<file path="src/rtl/usb_irq_pkg.sv">
package usb_irq_pkg;

   // ------------------------------------------------------------
   // Register map (byte addresses are four times the index)
   // ------------------------------------------------------------
   localparam logic [7:0] in_flags_index = 8'h02;
   localparam logic [7:0] frame_high_index = 8'h0d;
   localparam logic [7:0] irq_mask_index = 8'h20;
   localparam logic [7:0] cpu_enable_index = 8'h21;
   localparam logic [7:0] status_index = 8'h22;
   localparam logic [7:0] events_mask_index = 8'h23;

   // ------------------------------------------------------------
   // Field layout and reset values
   // ------------------------------------------------------------
   localparam int frame_high_width = 3;
   localparam int in_flags_width = 4;
   localparam int control_ep_bit = 0;
   localparam logic [7:0] flags_reset = 8'h00;
   localparam logic [7:0] frame_high_reset = 8'h00;
   localparam logic [31:0] unmapped_read = 32'h00000000;

   // Sticky event bits in the status register
   localparam int ev_in_flag_bit = 0;
   localparam int ev_frame_bit = 1;
   localparam int ev_width = 2;

   // Wishbone request bundle
   typedef struct packed {
      logic cyc;
      logic stb;
      logic we;
      logic [3:0] sel;
      logic [7:0] index;
      logic [31:0] data;
   } wb_req_t;

   typedef enum logic {
      bus_idle,
      bus_acked
   } bus_state_t;

endpackage

</file>
<file path="src/rtl/usb_function_irq_flags_frame_high.sv">
`timescale 1ns/1ns

module usb_function_irq_flags_frame_high (
   input wire logic clock_in,
   input wire logic rst_in,
   input wire logic wb_cyc_in,
   input wire logic wb_stb_in,
   input wire logic wb_we_in,
   input wire logic [3:0] wb_sel_in,
   input wire logic [9:0] wb_adr_in,
   input wire logic [31:0] wb_dat_in,
   output logic [31:0] wb_dat_out,
   output logic wb_ack_out,
   input wire logic [3:0] in_event_in,
   input wire logic frame_valid_in,
   input wire logic [10:0] frame_number_in,
   output logic usb_irq_request_out,
   output logic cpu_irq_out,
   output logic irq_out
);

   // ------------------------------------------------------------
   // Bus request decode
   // ------------------------------------------------------------
   usb_irq_pkg::wb_req_t req;
   logic access;
   logic wr;
   logic rd;

   // Word aligned decode; low two address bits ignored
   always_comb begin
      req.cyc = wb_cyc_in;
      req.stb = wb_stb_in;
      req.we = wb_we_in;
      req.sel = wb_sel_in;
      req.index = wb_adr_in[9:2];
      req.data = wb_dat_in;
   end

   // Ack is given one cycle after the request, for exactly one cycle
   // Side effects land on the request edge; the master holds its request until ack anyway
   usb_irq_pkg::bus_state_t bus_state;
   usb_irq_pkg::bus_state_t next_bus_state;
   assign access = req.cyc && req.stb && (bus_state == usb_irq_pkg::bus_idle);
   assign wr = access && req.we;
   assign rd = access && !req.we;

   function automatic logic hit(input logic [7:0] index, input logic [7:0] want);
      hit = (index == want);
   endfunction

   // ------------------------------------------------------------
   // State registers
   // ------------------------------------------------------------
   logic [3:0] in_flags;
   logic [3:0] next_in_flags;
   logic [2:0] frame_high;
   logic [2:0] next_frame_high;
   logic [3:0] irq_mask;
   logic [3:0] next_irq_mask;
   logic cpu_enable;
   logic next_cpu_enable;
   logic [1:0] status;
   logic [1:0] next_status;
   logic [1:0] ev_mask;
   logic [1:0] next_ev_mask;
   logic [31:0] next_rdata;
   logic next_ack;

   // Flag set beats the read clear so a same-cycle event is never lost
   always_comb begin
      next_in_flags = in_flags;
      if (rd && hit(req.index, usb_irq_pkg::in_flags_index)) begin
         next_in_flags = '0;
      end
      next_in_flags = next_in_flags | in_event_in;
   end

   // Upper frame bits follow each received frame
   always_comb begin
      next_frame_high = frame_high;
      if (frame_valid_in) begin
         next_frame_high = frame_number_in[10:8];
      end
   end

   // Software owned enables; flags themselves accept no writes
   always_comb begin
      next_irq_mask = irq_mask;
      next_cpu_enable = cpu_enable;
      next_ev_mask = ev_mask;
      if (wr && req.sel[0]) begin
         if (hit(req.index, usb_irq_pkg::irq_mask_index)) begin
            next_irq_mask = req.data[3:0];
         end
         if (hit(req.index, usb_irq_pkg::cpu_enable_index)) begin
            next_cpu_enable = req.data[0];
         end
         if (hit(req.index, usb_irq_pkg::events_mask_index)) begin
            next_ev_mask = req.data[1:0];
         end
      end
   end

   // Sticky events: new flag and new frame; write one clears, set wins
   always_comb begin
      next_status = status;
      if (wr && req.sel[0] && hit(req.index, usb_irq_pkg::status_index)) begin
         next_status = status & ~req.data[1:0];
      end
      if (|in_event_in) begin
         next_status[usb_irq_pkg::ev_in_flag_bit] = 1'b1;
      end
      if (frame_valid_in) begin
         next_status[usb_irq_pkg::ev_frame_bit] = 1'b1;
      end
   end

   // Read mux; unused bits and unmapped indexes read zero
   always_comb begin
      next_rdata = usb_irq_pkg::unmapped_read;
      next_ack = 1'b0;
      next_bus_state = usb_irq_pkg::bus_idle;
      case (bus_state)
         usb_irq_pkg::bus_idle: begin
            if (access) begin
               next_ack = 1'b1;
               next_bus_state = usb_irq_pkg::bus_acked;
               if (rd) begin
                  case (req.index)
                     usb_irq_pkg::in_flags_index: next_rdata = {28'h0000000, in_flags};
                     usb_irq_pkg::frame_high_index: next_rdata = {29'h00000000, frame_high};
                     usb_irq_pkg::irq_mask_index: next_rdata = {28'h0000000, irq_mask};
                     usb_irq_pkg::cpu_enable_index: next_rdata = {31'h00000000, cpu_enable};
                     usb_irq_pkg::status_index: next_rdata = {30'h00000000, status};
                     usb_irq_pkg::events_mask_index: next_rdata = {30'h00000000, ev_mask};
                     default: next_rdata = usb_irq_pkg::unmapped_read;
                  endcase
               end
            end
         end
         usb_irq_pkg::bus_acked: begin
            next_bus_state = usb_irq_pkg::bus_idle;
         end
         default: begin
            next_bus_state = usb_irq_pkg::bus_idle;
         end
      endcase
   end

   // Register everything on the single clock
   always_ff @(posedge clock_in) begin
      if (rst_in) begin
         in_flags <= usb_irq_pkg::flags_reset[3:0];
         frame_high <= usb_irq_pkg::frame_high_reset[2:0];
         irq_mask <= 4'h0;
         cpu_enable <= 1'b0;
         status <= 2'h0;
         ev_mask <= 2'h0;
         wb_dat_out <= 32'h00000000;
         wb_ack_out <= 1'b0;
         bus_state <= usb_irq_pkg::bus_idle;
      end else begin
         in_flags <= next_in_flags;
         frame_high <= next_frame_high;
         irq_mask <= next_irq_mask;
         cpu_enable <= next_cpu_enable;
         status <= next_status;
         ev_mask <= next_ev_mask;
         wb_dat_out <= next_rdata;
         wb_ack_out <= next_ack;
         bus_state <= next_bus_state;
      end
   end

   // ------------------------------------------------------------
   // Interrupt outputs
   // ------------------------------------------------------------
   // Masks reset to zero, so software must enable a source before it can interrupt
   // Request follows enabled flags; the processor gate is the cpu_enable register in the map
   assign usb_irq_request_out = |(in_flags & irq_mask);
   assign cpu_irq_out = usb_irq_request_out && cpu_enable;
   assign irq_out = |(status & ev_mask);

   // ------------------------------------------------------------
   // Assertions
   // ------------------------------------------------------------
   read_clears_a: assert property (@(posedge clock_in) disable iff (rst_in)
      (rd && req.index == usb_irq_pkg::in_flags_index && in_event_in == 4'h0) |=> in_flags == 4'h0)
      else $error("flag read did not clear flags");
   read_returns_a: assert property (@(posedge clock_in) disable iff (rst_in)
      rd && req.index == usb_irq_pkg::in_flags_index |=> wb_dat_out[3:0] == $past(in_flags) && wb_ack_out)
      else $error("flag read returned wrong value");
   flag_sets_a: assert property (@(posedge clock_in) disable iff (rst_in)
      in_event_in[3] |=> in_flags[3])
      else $error("endpoint flag not set");
   request_level_a: assert property (@(posedge clock_in) disable iff (rst_in)
      (in_flags & irq_mask) != 4'h0 |-> usb_irq_request_out)
      else $error("interrupt request missing");
   cpu_gate_a: assert property (@(posedge clock_in) disable iff (rst_in)
      !cpu_enable |-> !cpu_irq_out)
      else $error("cpu interrupt without enable");
   frame_capture_a: assert property (@(posedge clock_in) disable iff (rst_in)
      frame_valid_in |=> frame_high == $past(frame_number_in[10:8]))
      else $error("frame high not captured");
   upper_zero_a: assert property (@(posedge clock_in) disable iff (rst_in)
      wb_ack_out |-> wb_dat_out[31:4] == 28'h0000000)
      else $error("unused bits not zero");
   no_write_a: assert property (@(posedge clock_in) disable iff (rst_in)
      (wr && in_event_in == 4'h0 && !rd) |=> in_flags == $past(in_flags))
      else $error("write changed flags");
   ack_pulse_a: assert property (@(posedge clock_in) disable iff (rst_in)
      wb_ack_out |=> !wb_ack_out)
      else $error("ack held too long");
   // Every request gets its ack on the next edge, and nothing else raises it
   ack_follows_a: assert property (@(posedge clock_in) disable iff (rst_in)
      access |=> wb_ack_out)
      else $error("request not acknowledged");
   ack_only_a: assert property (@(posedge clock_in) disable iff (rst_in)
      !access |=> !wb_ack_out)
      else $error("ack without a request");
   // The ack cycle itself must never start a second transfer
   idle_after_ack_a: assert property (@(posedge clock_in) disable iff (rst_in)
      wb_ack_out |-> !access)
      else $error("request taken during ack");
   // Writes answer with zero data so a stale read value never rides along
   write_data_zero_a: assert property (@(posedge clock_in) disable iff (rst_in)
      wr |=> wb_dat_out == 32'h00000000)
      else $error("write ack carried data");
   // Anything beyond the map reads as zero
   unmapped_zero_a: assert property (@(posedge clock_in) disable iff (rst_in)
      rd && req.index > usb_irq_pkg::events_mask_index |=> wb_dat_out == usb_irq_pkg::unmapped_read)
      else $error("unmapped read not zero");

   // ------------------------------------------------------------
   // Reset and frame number checks
   // ------------------------------------------------------------
   // The flag and frame high registers leave reset cleared, not only the bus logic
   reset_values_a: assert property (@(posedge clock_in) disable iff (rst_in)
      $past(rst_in) |-> in_flags == 4'h0 && frame_high == 3'h0)
      else $error("register not cleared by reset");
   // Between frames the upper bits must not drift
   frame_hold_a: assert property (@(posedge clock_in) disable iff (rst_in)
      !frame_valid_in |=> frame_high == $past(frame_high))
      else $error("frame high changed without a frame");
   frame_read_a: assert property (@(posedge clock_in) disable iff (rst_in)
      rd && req.index == usb_irq_pkg::frame_high_index |=> wb_dat_out == {29'h00000000, $past(frame_high)})
      else $error("frame high read returned wrong value");
   // A write to the read-only frame register must leave it alone
   frame_write_a: assert property (@(posedge clock_in) disable iff (rst_in)
      wr && req.index == usb_irq_pkg::frame_high_index && !frame_valid_in |=> frame_high == $past(frame_high))
      else $error("write reached frame high");

   // ------------------------------------------------------------
   // Flag register checks
   // ------------------------------------------------------------
   // Per source: an event always lands, and nothing but a flag read removes it
   for (genvar i = 0; i < usb_irq_pkg::in_flags_width; i++) begin : g_flag_bits
      flag_bit_sets_a: assert property (@(posedge clock_in) disable iff (rst_in)
         in_event_in[i] |=> in_flags[i])
         else $error("source flag not set");
      flag_bit_holds_a: assert property (@(posedge clock_in) disable iff (rst_in)
         !in_event_in[i] && !(rd && req.index == usb_irq_pkg::in_flags_index)
         |=> in_flags[i] == $past(in_flags[i]))
         else $error("source flag changed on its own");
   end
   // Reading some other register must not disturb the flags
   other_read_keeps_a: assert property (@(posedge clock_in) disable iff (rst_in)
      rd && req.index != usb_irq_pkg::in_flags_index && in_event_in == 4'h0 |=> in_flags == $past(in_flags))
      else $error("foreign read cleared flags");

   // ------------------------------------------------------------
   // Interrupt output checks
   // ------------------------------------------------------------
   // With no enabled flag the request must fall again
   request_quiet_a: assert property (@(posedge clock_in) disable iff (rst_in)
      (in_flags & irq_mask) == 4'h0 |-> !usb_irq_request_out)
      else $error("interrupt request without a flag");
   // The processor line needs both the request and its own enable
   cpu_pass_a: assert property (@(posedge clock_in) disable iff (rst_in)
      usb_irq_request_out && cpu_enable |-> cpu_irq_out)
      else $error("enabled request not delivered");
   cpu_needs_request_a: assert property (@(posedge clock_in) disable iff (rst_in)
      !usb_irq_request_out |-> !cpu_irq_out)
      else $error("cpu interrupt without request");
   // Enable registers take their value from the low byte lane only
   mask_write_a: assert property (@(posedge clock_in) disable iff (rst_in)
      wr && req.sel[0] && req.index == usb_irq_pkg::irq_mask_index |=> irq_mask == $past(req.data[3:0]))
      else $error("mask write lost");
   cpu_enable_write_a: assert property (@(posedge clock_in) disable iff (rst_in)
      wr && req.sel[0] && req.index == usb_irq_pkg::cpu_enable_index |=> cpu_enable == $past(req.data[0]))
      else $error("processor enable write lost");
   ev_mask_write_a: assert property (@(posedge clock_in) disable iff (rst_in)
      wr && req.sel[0] && req.index == usb_irq_pkg::events_mask_index |=> ev_mask == $past(req.data[1:0]))
      else $error("event mask write lost");

   // ------------------------------------------------------------
   // Event status checks
   // ------------------------------------------------------------
   // Sticky bits: set by their event, kept until software writes a one
   status_set_a: assert property (@(posedge clock_in) disable iff (rst_in)
      in_event_in != 4'h0 |=> status[usb_irq_pkg::ev_in_flag_bit])
      else $error("flag event not recorded");
   status_frame_a: assert property (@(posedge clock_in) disable iff (rst_in)
      frame_valid_in |=> status[usb_irq_pkg::ev_frame_bit])
      else $error("frame event not recorded");
   status_sticky_a: assert property (@(posedge clock_in) disable iff (rst_in)
      status[usb_irq_pkg::ev_in_flag_bit] && !(wr && req.index == usb_irq_pkg::status_index)
      |=> status[usb_irq_pkg::ev_in_flag_bit])
      else $error("event status bit lost");
   // Write one clears, unless the same event arrives in that cycle
   status_clear_a: assert property (@(posedge clock_in) disable iff (rst_in)
      wr && req.sel[0] && req.index == usb_irq_pkg::status_index && in_event_in == 4'h0 && !frame_valid_in
      |=> (status & $past(req.data[1:0])) == 2'h0)
      else $error("event status not cleared");
   // The event line must follow the masked status both ways
   event_irq_a: assert property (@(posedge clock_in) disable iff (rst_in)
      (status & ev_mask) != 2'h0 |-> irq_out)
      else $error("event interrupt missing");
   event_quiet_a: assert property (@(posedge clock_in) disable iff (rst_in)
      (status & ev_mask) == 2'h0 |-> !irq_out)
      else $error("event interrupt without a cause");

   // ------------------------------------------------------------
   // Scenario covers
   // ------------------------------------------------------------

   flag_read_c: cover property (@(posedge clock_in) disable iff (rst_in)
      rd && req.index == usb_irq_pkg::in_flags_index && in_flags != 4'h0);
   set_clear_c: cover property (@(posedge clock_in) disable iff (rst_in)
      rd && req.index == usb_irq_pkg::in_flags_index && in_event_in != 4'h0);
   cpu_irq_c: cover property (@(posedge clock_in) disable iff (rst_in) cpu_irq_out);
   frame_capture_c: cover property (@(posedge clock_in) disable iff (rst_in)
      frame_valid_in && frame_number_in[10:8] != 3'h0);
   status_clear_c: cover property (@(posedge clock_in) disable iff (rst_in)
      wr && req.index == usb_irq_pkg::status_index && status != 2'h0);

endmodule

</file>
<file path="config.mk">
export PLATFORM = sky130hd
export DESIGN_NAME = usb_function_irq_flags_frame_high
export DESIGN_NICKNAME = d
export VERILOG_FILES = /design/src/rtl/usb_irq_pkg.sv /design/src/rtl/usb_function_irq_flags_frame_high.sv
export SDC_FILE = /design/constraint.sdc
export NUM_CORES = 1
export LEC_CHECK = 0
export BUFFER_PORTS_ARGS = -buffer_cell sky130_fd_sc_hd__buf_2
export CORE_MARGIN = 2
export CORE_UTILIZATION = 31
export CTS_CLUSTER_DIAMETER = 100
export DETAILED_ROUTE_END_ITERATION = 10
export GPL_TIMING_DRIVEN = 0
export PLACE_DENSITY_LB_ADDON = 0.12
export SYNTH_ARGS = -nofsm -noshare
export SYNTH_HDL_FRONTEND = slang
export SYNTH_SLANG_ARGS = --single-unit
</file>
<file path="constraint.sdc">
create_clock -name clock_in -period 2.4 [get_ports clock_in]
set_clock_uncertainty 0.1 [all_clocks]
set_input_delay 0.24 -clock clock_in [delete_from_list [all_inputs] [get_ports clock_in]]
set_output_delay 0.24 -clock clock_in [all_outputs]
set_load 0.05 [all_outputs]
</file>
==> impl_metrics.tcl, run 1 <==
set metrics [dict create \
    status "completed" \
    cts_resized 0 \
    finalCritPeriodShare_pct 69.0 \
    post-place-ws_ps 422 \
    io_buffer_count 31 \
    yosys.area_share.simple_pct 24.9 \
    grt_max_degree 13 \
    synth_top_family_by_area "simple AND/OR/NAND/NOR gates" \
    critical_path.max_stage_delay_ps 520 \
    core_um2 3740 \
    first_pass_iters 4 \
    stdcell_area_um2 1600 \
    ys_ff_latch 21 \
    pin_count 103 \
    worstSetupStartpoint "wb_adr_in[6]" \
    gp_congestion 0.809 \
    fp.dieH_um 67.3 \
    p_clk_share_pct 29.0 \
    placedCellCount 243 \
    hold_class "primary input to register" \
    ys_types 37 \
    drive_gt1_share_pct 36.7 \
    path_delay_family "simple AND/OR/NAND/NOR gates" \
    crit_buf_inv 1 \
    drt-initial-drc-count 18 \
    grt_first_pass_wirelength_um 4390 \
    worstPathArrival_ps 1760 \
    postPlaceCellArea_um2 1560 \
    final_cells 247 \
    synthMuxAreaShare_pct 8.57 \
    seqPwrFrac_pct 45.3 \
    clk_latency_ps 260 \
    htreeDepth 1 \
    clock_sinks 21 \
    clk_pin_slew_ps 80 \
    synth-adder-area-share_pct 0 \
    hold_path.startpoint "wb_dat_in[1]" \
    netlist_area_um2 1240 \
    dpl.hpwl_um 2400 \
    power_switching_mw 0.269 \
    hold_viol 0 \
    tritoncts "built" \
    grt_antenna_before_repair 0 \
    die_w_um 67.3 \
    synth_area_leaders "dfxtp_1 34%, buf_4 17%, mux2i_1 6.5%, nor2_1 5.4%, nand2b_1 2.5%" \
    startpoint_type "primary input" \
    cts_buffers 3 \
    syn2layout_area_growth_pct 29.2 \
    critPathSlowestCell "nor4b_2" \
    clockRootBuffer "clkbuf_8" \
    worst_slew_pin_slew_ps 523 \
    cts_setup_buffers 0 \
    yosys_warnings 0 \
    fp-row-count 22 \
    drt-total-wl_um 2860 \
    yosysMostFrequentCell "buf_4" \
    r2r_start "wb_ack_out" \
    p_leak_nw 0.772 \
    synth_edf_count 0 \
    netSwitchingFraction_pct 33.2 \
    via_per_inst 4.34 \
    antenna_cells 0 \
    synth_common_cells "28 x buf_4, 21 x dfxtp_1, 18 x nor2_1, 8 x mux2i_1, 7 x nand2_1" \
    cp_data_required_time_ps 2500 \
    num_vias 1073 \
    synth_top_cell_by_area "dfxtp_1" \
    syn_area_per_cell_um2 9.06 \
    yosysSeqAreaShare_pct 33.9 \
    slew_headroom_pct 65.0 \
    whs_ps 89.2 \
    drc_errors 0 \
    synthArstFlopShare_pct 0 \
    worstPathMaxFanout 6 \
    intPower_mw 0.541 \
    power_density_nw_per_um2 505 \
    ctsLongestPathBuffers 2 \
    synth_compound_gate_area_share_pct 13.0 \
    gr-usage-all-layers_pct 12.8 \
    ant_nets 0 \
    die_area_um2 4530 \
    synth_ff_type "dfxtp_1" \
    syn_inst 137 \
    detail_route.wl_per_cell_um 11.6 \
    grt_pass1_vias 956 \
    fin_nets 267 \
    crit_path_end_kind "register" \
    hold_buffers 0 \
    peakVddDrop_v 0.000248 \
    setup_viol 0 \
    min_period_ps 1660 \
    setup_tns_ps 0 \
    pwr-share-comb_pct 25.7 \
    start_util_pct 33.2 \
    critPathKind "primary input to register" \
    cp_cell_sequence "buf_2, nor4b_2, nand2_1, nor4b_1, mux2i_1" \
    finalMaxSlewViolations 0 \
    fmax_mhz 604 \
    synthXorXnorAreaFrac_pct 0 \
    synth_top_area_share_pct 33.9 \
    rsz0062_at_grt "no" \
    grt_overflow 0 \
    maxCapViolCount 0 \
    fin_ws_ps 743 \
]
[state kept, by name (all words and copies together) (netlist names)]
register	flops
in_flags	4
irq_mask	4
wb_dat_out	4
frame_high	3
ev_mask	2
status	2
cpu_enable	1
wb_ack_out	1
[kinds of logic (layout without fill, tap and decap cells)]
logic type,Yosys count,count (layout)
buffers and inverters,34,69
DFF,21,21
muxes,9,9
AOI/OAI and AO/OA,21,21
other,1,28
and+or+nand+nor,51,51
[layer usage]
metal / wire, um / global-route usage, % / share of wire, %
met5: 0 / 0 / 0
met4: 31 / 3.83 / 1.1
met3: 231 / 3.17 / 8.1
met2: 1320 / 21.9 / 46
met1: 1280 / 15.9 / 45
[stage by stage]
step / power, mW / util, %
floorplan: 0.543 / -
global placement: 0.578 / 41.6
detailed placement: 0.581 / 41.6
CTS: 0.815 / 42.8
global route: 0.841 / 42.8
finish: 0.810 / 42.8
[area by class of cell]
class | count | area (um2)
plain buffers | 32 | 233
well taps | 48 | 60.1
repair buffers | 31 | 155
fillers | 400 | 2140
multi-input cells | 109 | 682
clock buffers | 3 | 41.3
inverters | 2 | 7.51
clock inverters | 1 | 5.00
flip-flops and latches | 21 | 420
[cell usage in the layout, fill, tap and decap left out, types with 2 or more instances in the layout]
master    Yosys  final
mux2i_1       8      8
nand2b_1      5      5
a22oi_1       3      3
clkbuf_1      3      3
nor2_1       18     18
a22o_2        3      3
nand3_1       4      4
nand3b_1      3      3
inv_1         2      2
dfxtp_1      21     21
a21oi_1       5      5
nand2_1       7      7
buf_4        28     28
and2_1        3      3
buf_2         0     31
o21ai_0       2      2
conb_1        1     28
clkbuf_8      0      3
[worst paths after layout]
path	end	slack [ps]	cells past startpoint
setup reg to reg	ev_mask[1]	960	4
hold / removal	status[1]	90	2
hold reg to reg	ev_mask[0]	390	2
setup / recovery	cpu_enable	740	5
[worst register-to-register path, cell delays in order (launching register included)]
cell	delay, ps
dfxtp_1	310
and3b_1	260
nand2_1	110
nor3_1	370
mux2i_1	220
[power by group through the flow]
stage               logic, mW  clock network [mW]  registers (mW)
floorplan               0.168                   0           0.375
global placement        0.203                   0           0.375
detailed placement      0.206                   0           0.376
CTS                     0.206               0.242           0.367
global route            0.222               0.251           0.368
finish                  0.208               0.235           0.367
No activity file was read; power rests on OpenSTA's default activity.
==> run 2, diff against run 1 <==
--- a/config.mk
+++ b/config.mk
@@ -5,6 +5,7 @@
 export SDC_FILE = /design/constraint.sdc
 export NUM_CORES = 1
 export LEC_CHECK = 0
+export ABC_AREA = 1
 export BUFFER_PORTS_ARGS = -buffer_cell sky130_fd_sc_hd__buf_2
 export CORE_MARGIN = 2
 export CORE_UTILIZATION = 31
==> constraint.sdc (replaced) <==
create_clock -name clock_in -period 1.36 [get_ports clock_in]
set_clock_uncertainty 0.1 [all_clocks]
set_input_delay 0.136 -clock clock_in [delete_from_list [all_inputs] [get_ports clock_in]]
set_output_delay 0.136 -clock clock_in [all_outputs]
set_load 0.05 [all_outputs]
==> impl_metrics.tcl, run 2 <==
set metrics [dict create \
    status "completed" \
    grt_antenna_before_repair 0 \
    crit_path_end_kind "primary output" \
    yosys.area_share.simple_pct 40.1 \
    synth_top_area_share_pct 30.4 \
    synth_compound_gate_area_share_pct 8.77 \
    num_vias 1220 \
    final_cells 311 \
    syn_area_per_cell_um2 7.40 \
    drive_gt1_share_pct 44.0 \
    ctsLongestPathBuffers 2 \
    setup_viol 0 \
    ant_nets 0 \
    dpl.hpwl_um 2420 \
    maxCapViolCount 0 \
    mostFrequentLayoutCell "buf_2" \
    stdcell_area_um2 1860 \
    intPower_mw 0.974 \
    synthMuxAreaShare_pct 0 \
    final_cell_mix "33 x buf_2, 30 x buf_4, 28 x nand2_1, 28 x nor2_1, 28 x conb_1" \
    finalCritPeriodShare_pct 97.9 \
    fp.dieH_um 70.8 \
    hold_viol 0 \
    critPathSlowestCell "dfxtp_2" \
    hold_class "primary input to register" \
    critical_path.max_stage_delay_ps 340 \
    die_area_um2 5010 \
    grt_first_pass_wirelength_um 4620 \
    netlist_area_um2 1380 \
    postPlaceCellArea_um2 1720 \
    clockRootBuffer "clkbuf_8" \
    synth_ff_type "dfxtp_1" \
    p_clk_share_pct 28.2 \
    detail_route.wl_per_cell_um 9.31 \
    pwr-share-comb_pct 27.6 \
    critPathKind "register to primary output" \
    fin_ws_ps 28.3 \
    min_period_ps 1330 \
    ys_ff_latch 21 \
    peakVddDrop_v 0.000550 \
    clk_latency_ps 260 \
    synth_edf_count 0 \
    fin_nets 327 \
    crit_buf_inv 1 \
    finalMaxSlewViolations 0 \
    clock_sinks 21 \
    gr-usage-all-layers_pct 11.4 \
    rsz0062_at_grt "yes" \
    synthXorXnorAreaFrac_pct 0 \
    io_buffer_count 33 \
    htreeDepth 1 \
    clk_pin_slew_ps 80 \
    first_pass_iters 4 \
    synth_common_cells "28 x buf_4, 28 x nand2_1, 28 x nor2_1, 21 x dfxtp_1, 18 x nand3_1" \
    cp_cell_sequence "nand2_1, nand4_1, and2_4, buf_6" \
    fmax_mhz 751 \
    ys_types 26 \
    path_delay_family "simple AND/OR/NAND/NOR gates" \
    netSwitchingFraction_pct 34.2 \
    reg_top3 "in_flags x4, irq_mask x4, wb_dat_out x4" \
    yosysSeqAreaShare_pct 30.4 \
    core_um2 4320 \
    drc_errors 0 \
    synth_top_family_by_area "simple AND/OR/NAND/NOR gates" \
    power_density_nw_per_um2 797 \
    grt_overflow 0 \
    synthArstFlopShare_pct 0 \
    pin_count 103 \
    grt_pass1_vias 1014 \
    cp_data_required_time_ps 1120 \
    gp_congestion 0.715 \
    startpoint_type "register" \
    yosys_warnings 0 \
    antenna_cells 0 \
    syn_inst 187 \
    grt_max_degree 14 \
    synth_top_cell_by_area "dfxtp_1" \
    drt-initial-drc-count 38 \
    via_per_inst 3.92 \
    power_switching_mw 0.507 \
    seqPwrFrac_pct 44.1 \
    synth_area_leaders "dfxtp_1 30%, buf_4 15%, nand2_1 7.6%, nor2_1 7.6%, nand3_1 6.5%" \
    drt-total-wl_um 2900 \
    synth-adder-area-share_pct 0 \
    p_leak_nw 0.988 \
    fp-row-count 24 \
    start_util_pct 32.0 \
    worstPathMaxFanout 3 \
    cts_buffers 3 \
    syn2layout_area_growth_pct 34.4 \
    tritoncts "built" \
    die_w_um 70.8 \
    placedCellCount 299 \
    worstPathArrival_ps 1100 \
    post-place-ws_ps 167 \
]
run 2: changes by cell type after synthesis, moves of 5 or more:
cell,delta
inv_1,+7
nor2_1,+10
nand2b_1,-5
nand2_1,+21
mux2i_1,-8
a21oi_2,+6
inv_2,+5
nand3_1,+14
run 2: power groups by stage:
stage | Combinational (mW) | Sequential [mW] | Clock (mW)
finish | 0.409 | 0.654 | 0.418
global route | 0.436 | 0.656 | 0.464
CTS | 0.403 | 0.653 | 0.440
detailed placement | 0.389 | 0.667 | 0
global placement | 0.388 | 0.667 | 0
floorplan | 0.319 | 0.664 | 0
run 2: worst register-to-register path: cells and delay by family, from the launching register on:
| kind | cells | cell delay (ps) |
|---|---|---|
| AO/OA/AOI/OAI | 1 | 120 |
| buffers and inverters | 1 | 90 |
| flip-flops | 1 | 320 |
| AND/OR/NAND/NOR | 4 | 450 |
run 2: worst paths after layout:
| path | from | to | slack, ps | depth (start not counted) |
|---|---|---|---|---|
| setup reg to reg | wb_ack_out | in_flags[2] | 180 | 6 |
| hold reg to reg | ev_mask[1] | ev_mask[1] | 390 | 2 |
| setup / recovery | in_flags[0] | cpu_irq_out | 30 | 4 |
| hold / removal | wb_dat_in[3] | irq_mask[3] | 3 | 3 |
run 2: cell families (layout without fill, tap and decap cells):
family / after synthesis / in the layout
other cells: 1 / 28
flops: 21 / 21
compound gates: 19 / 19
simple gates: 101 / 101
buf+inv: 45 / 90
run 2: repair_timing:
action	CTS	global route
gates resized for setup	8	2
endpoints found under the setup margin	2	2
buffers inserted	0	2
pin swaps	0	1
hold buffers	6	0
hold endpoints to repair	6	0
run 2: metrics by stage:
stage	TNS, ps	utilization (%)	total power [mW]	hold slack [ps]
2_1_floorplan	-172	-	0.983	147
3_3_place_gp	0	39.8	1.05	261
3_5_place_dp	0	39.8	1.06	264
4_1_cts	0	42.6	1.50	0.213
5_1_grt	-11.8	43.0	1.56	4.32
6_report	0	43.0	1.48	2.56
run 2: cell type report:
type | count | area (um2)
fill | 476 | 2460
multi-input combinational | 148 | 785
sequential | 21 | 432
timing repair buffer | 41 | 246
buffer | 29 | 215
inverter | 16 | 67.6
tap | 52 | 65.1
clock buffer | 3 | 41.3
clock inverter | 1 | 7.51
run 2: routing by layer:
metal	track usage (%)	up-vias	routed length (um)
li1	-	684	-
met1	15.4	504	1430
met2	18.0	30	1280
met3	4.13	2	176
met4	1.89	0	15
met5	0	-	0
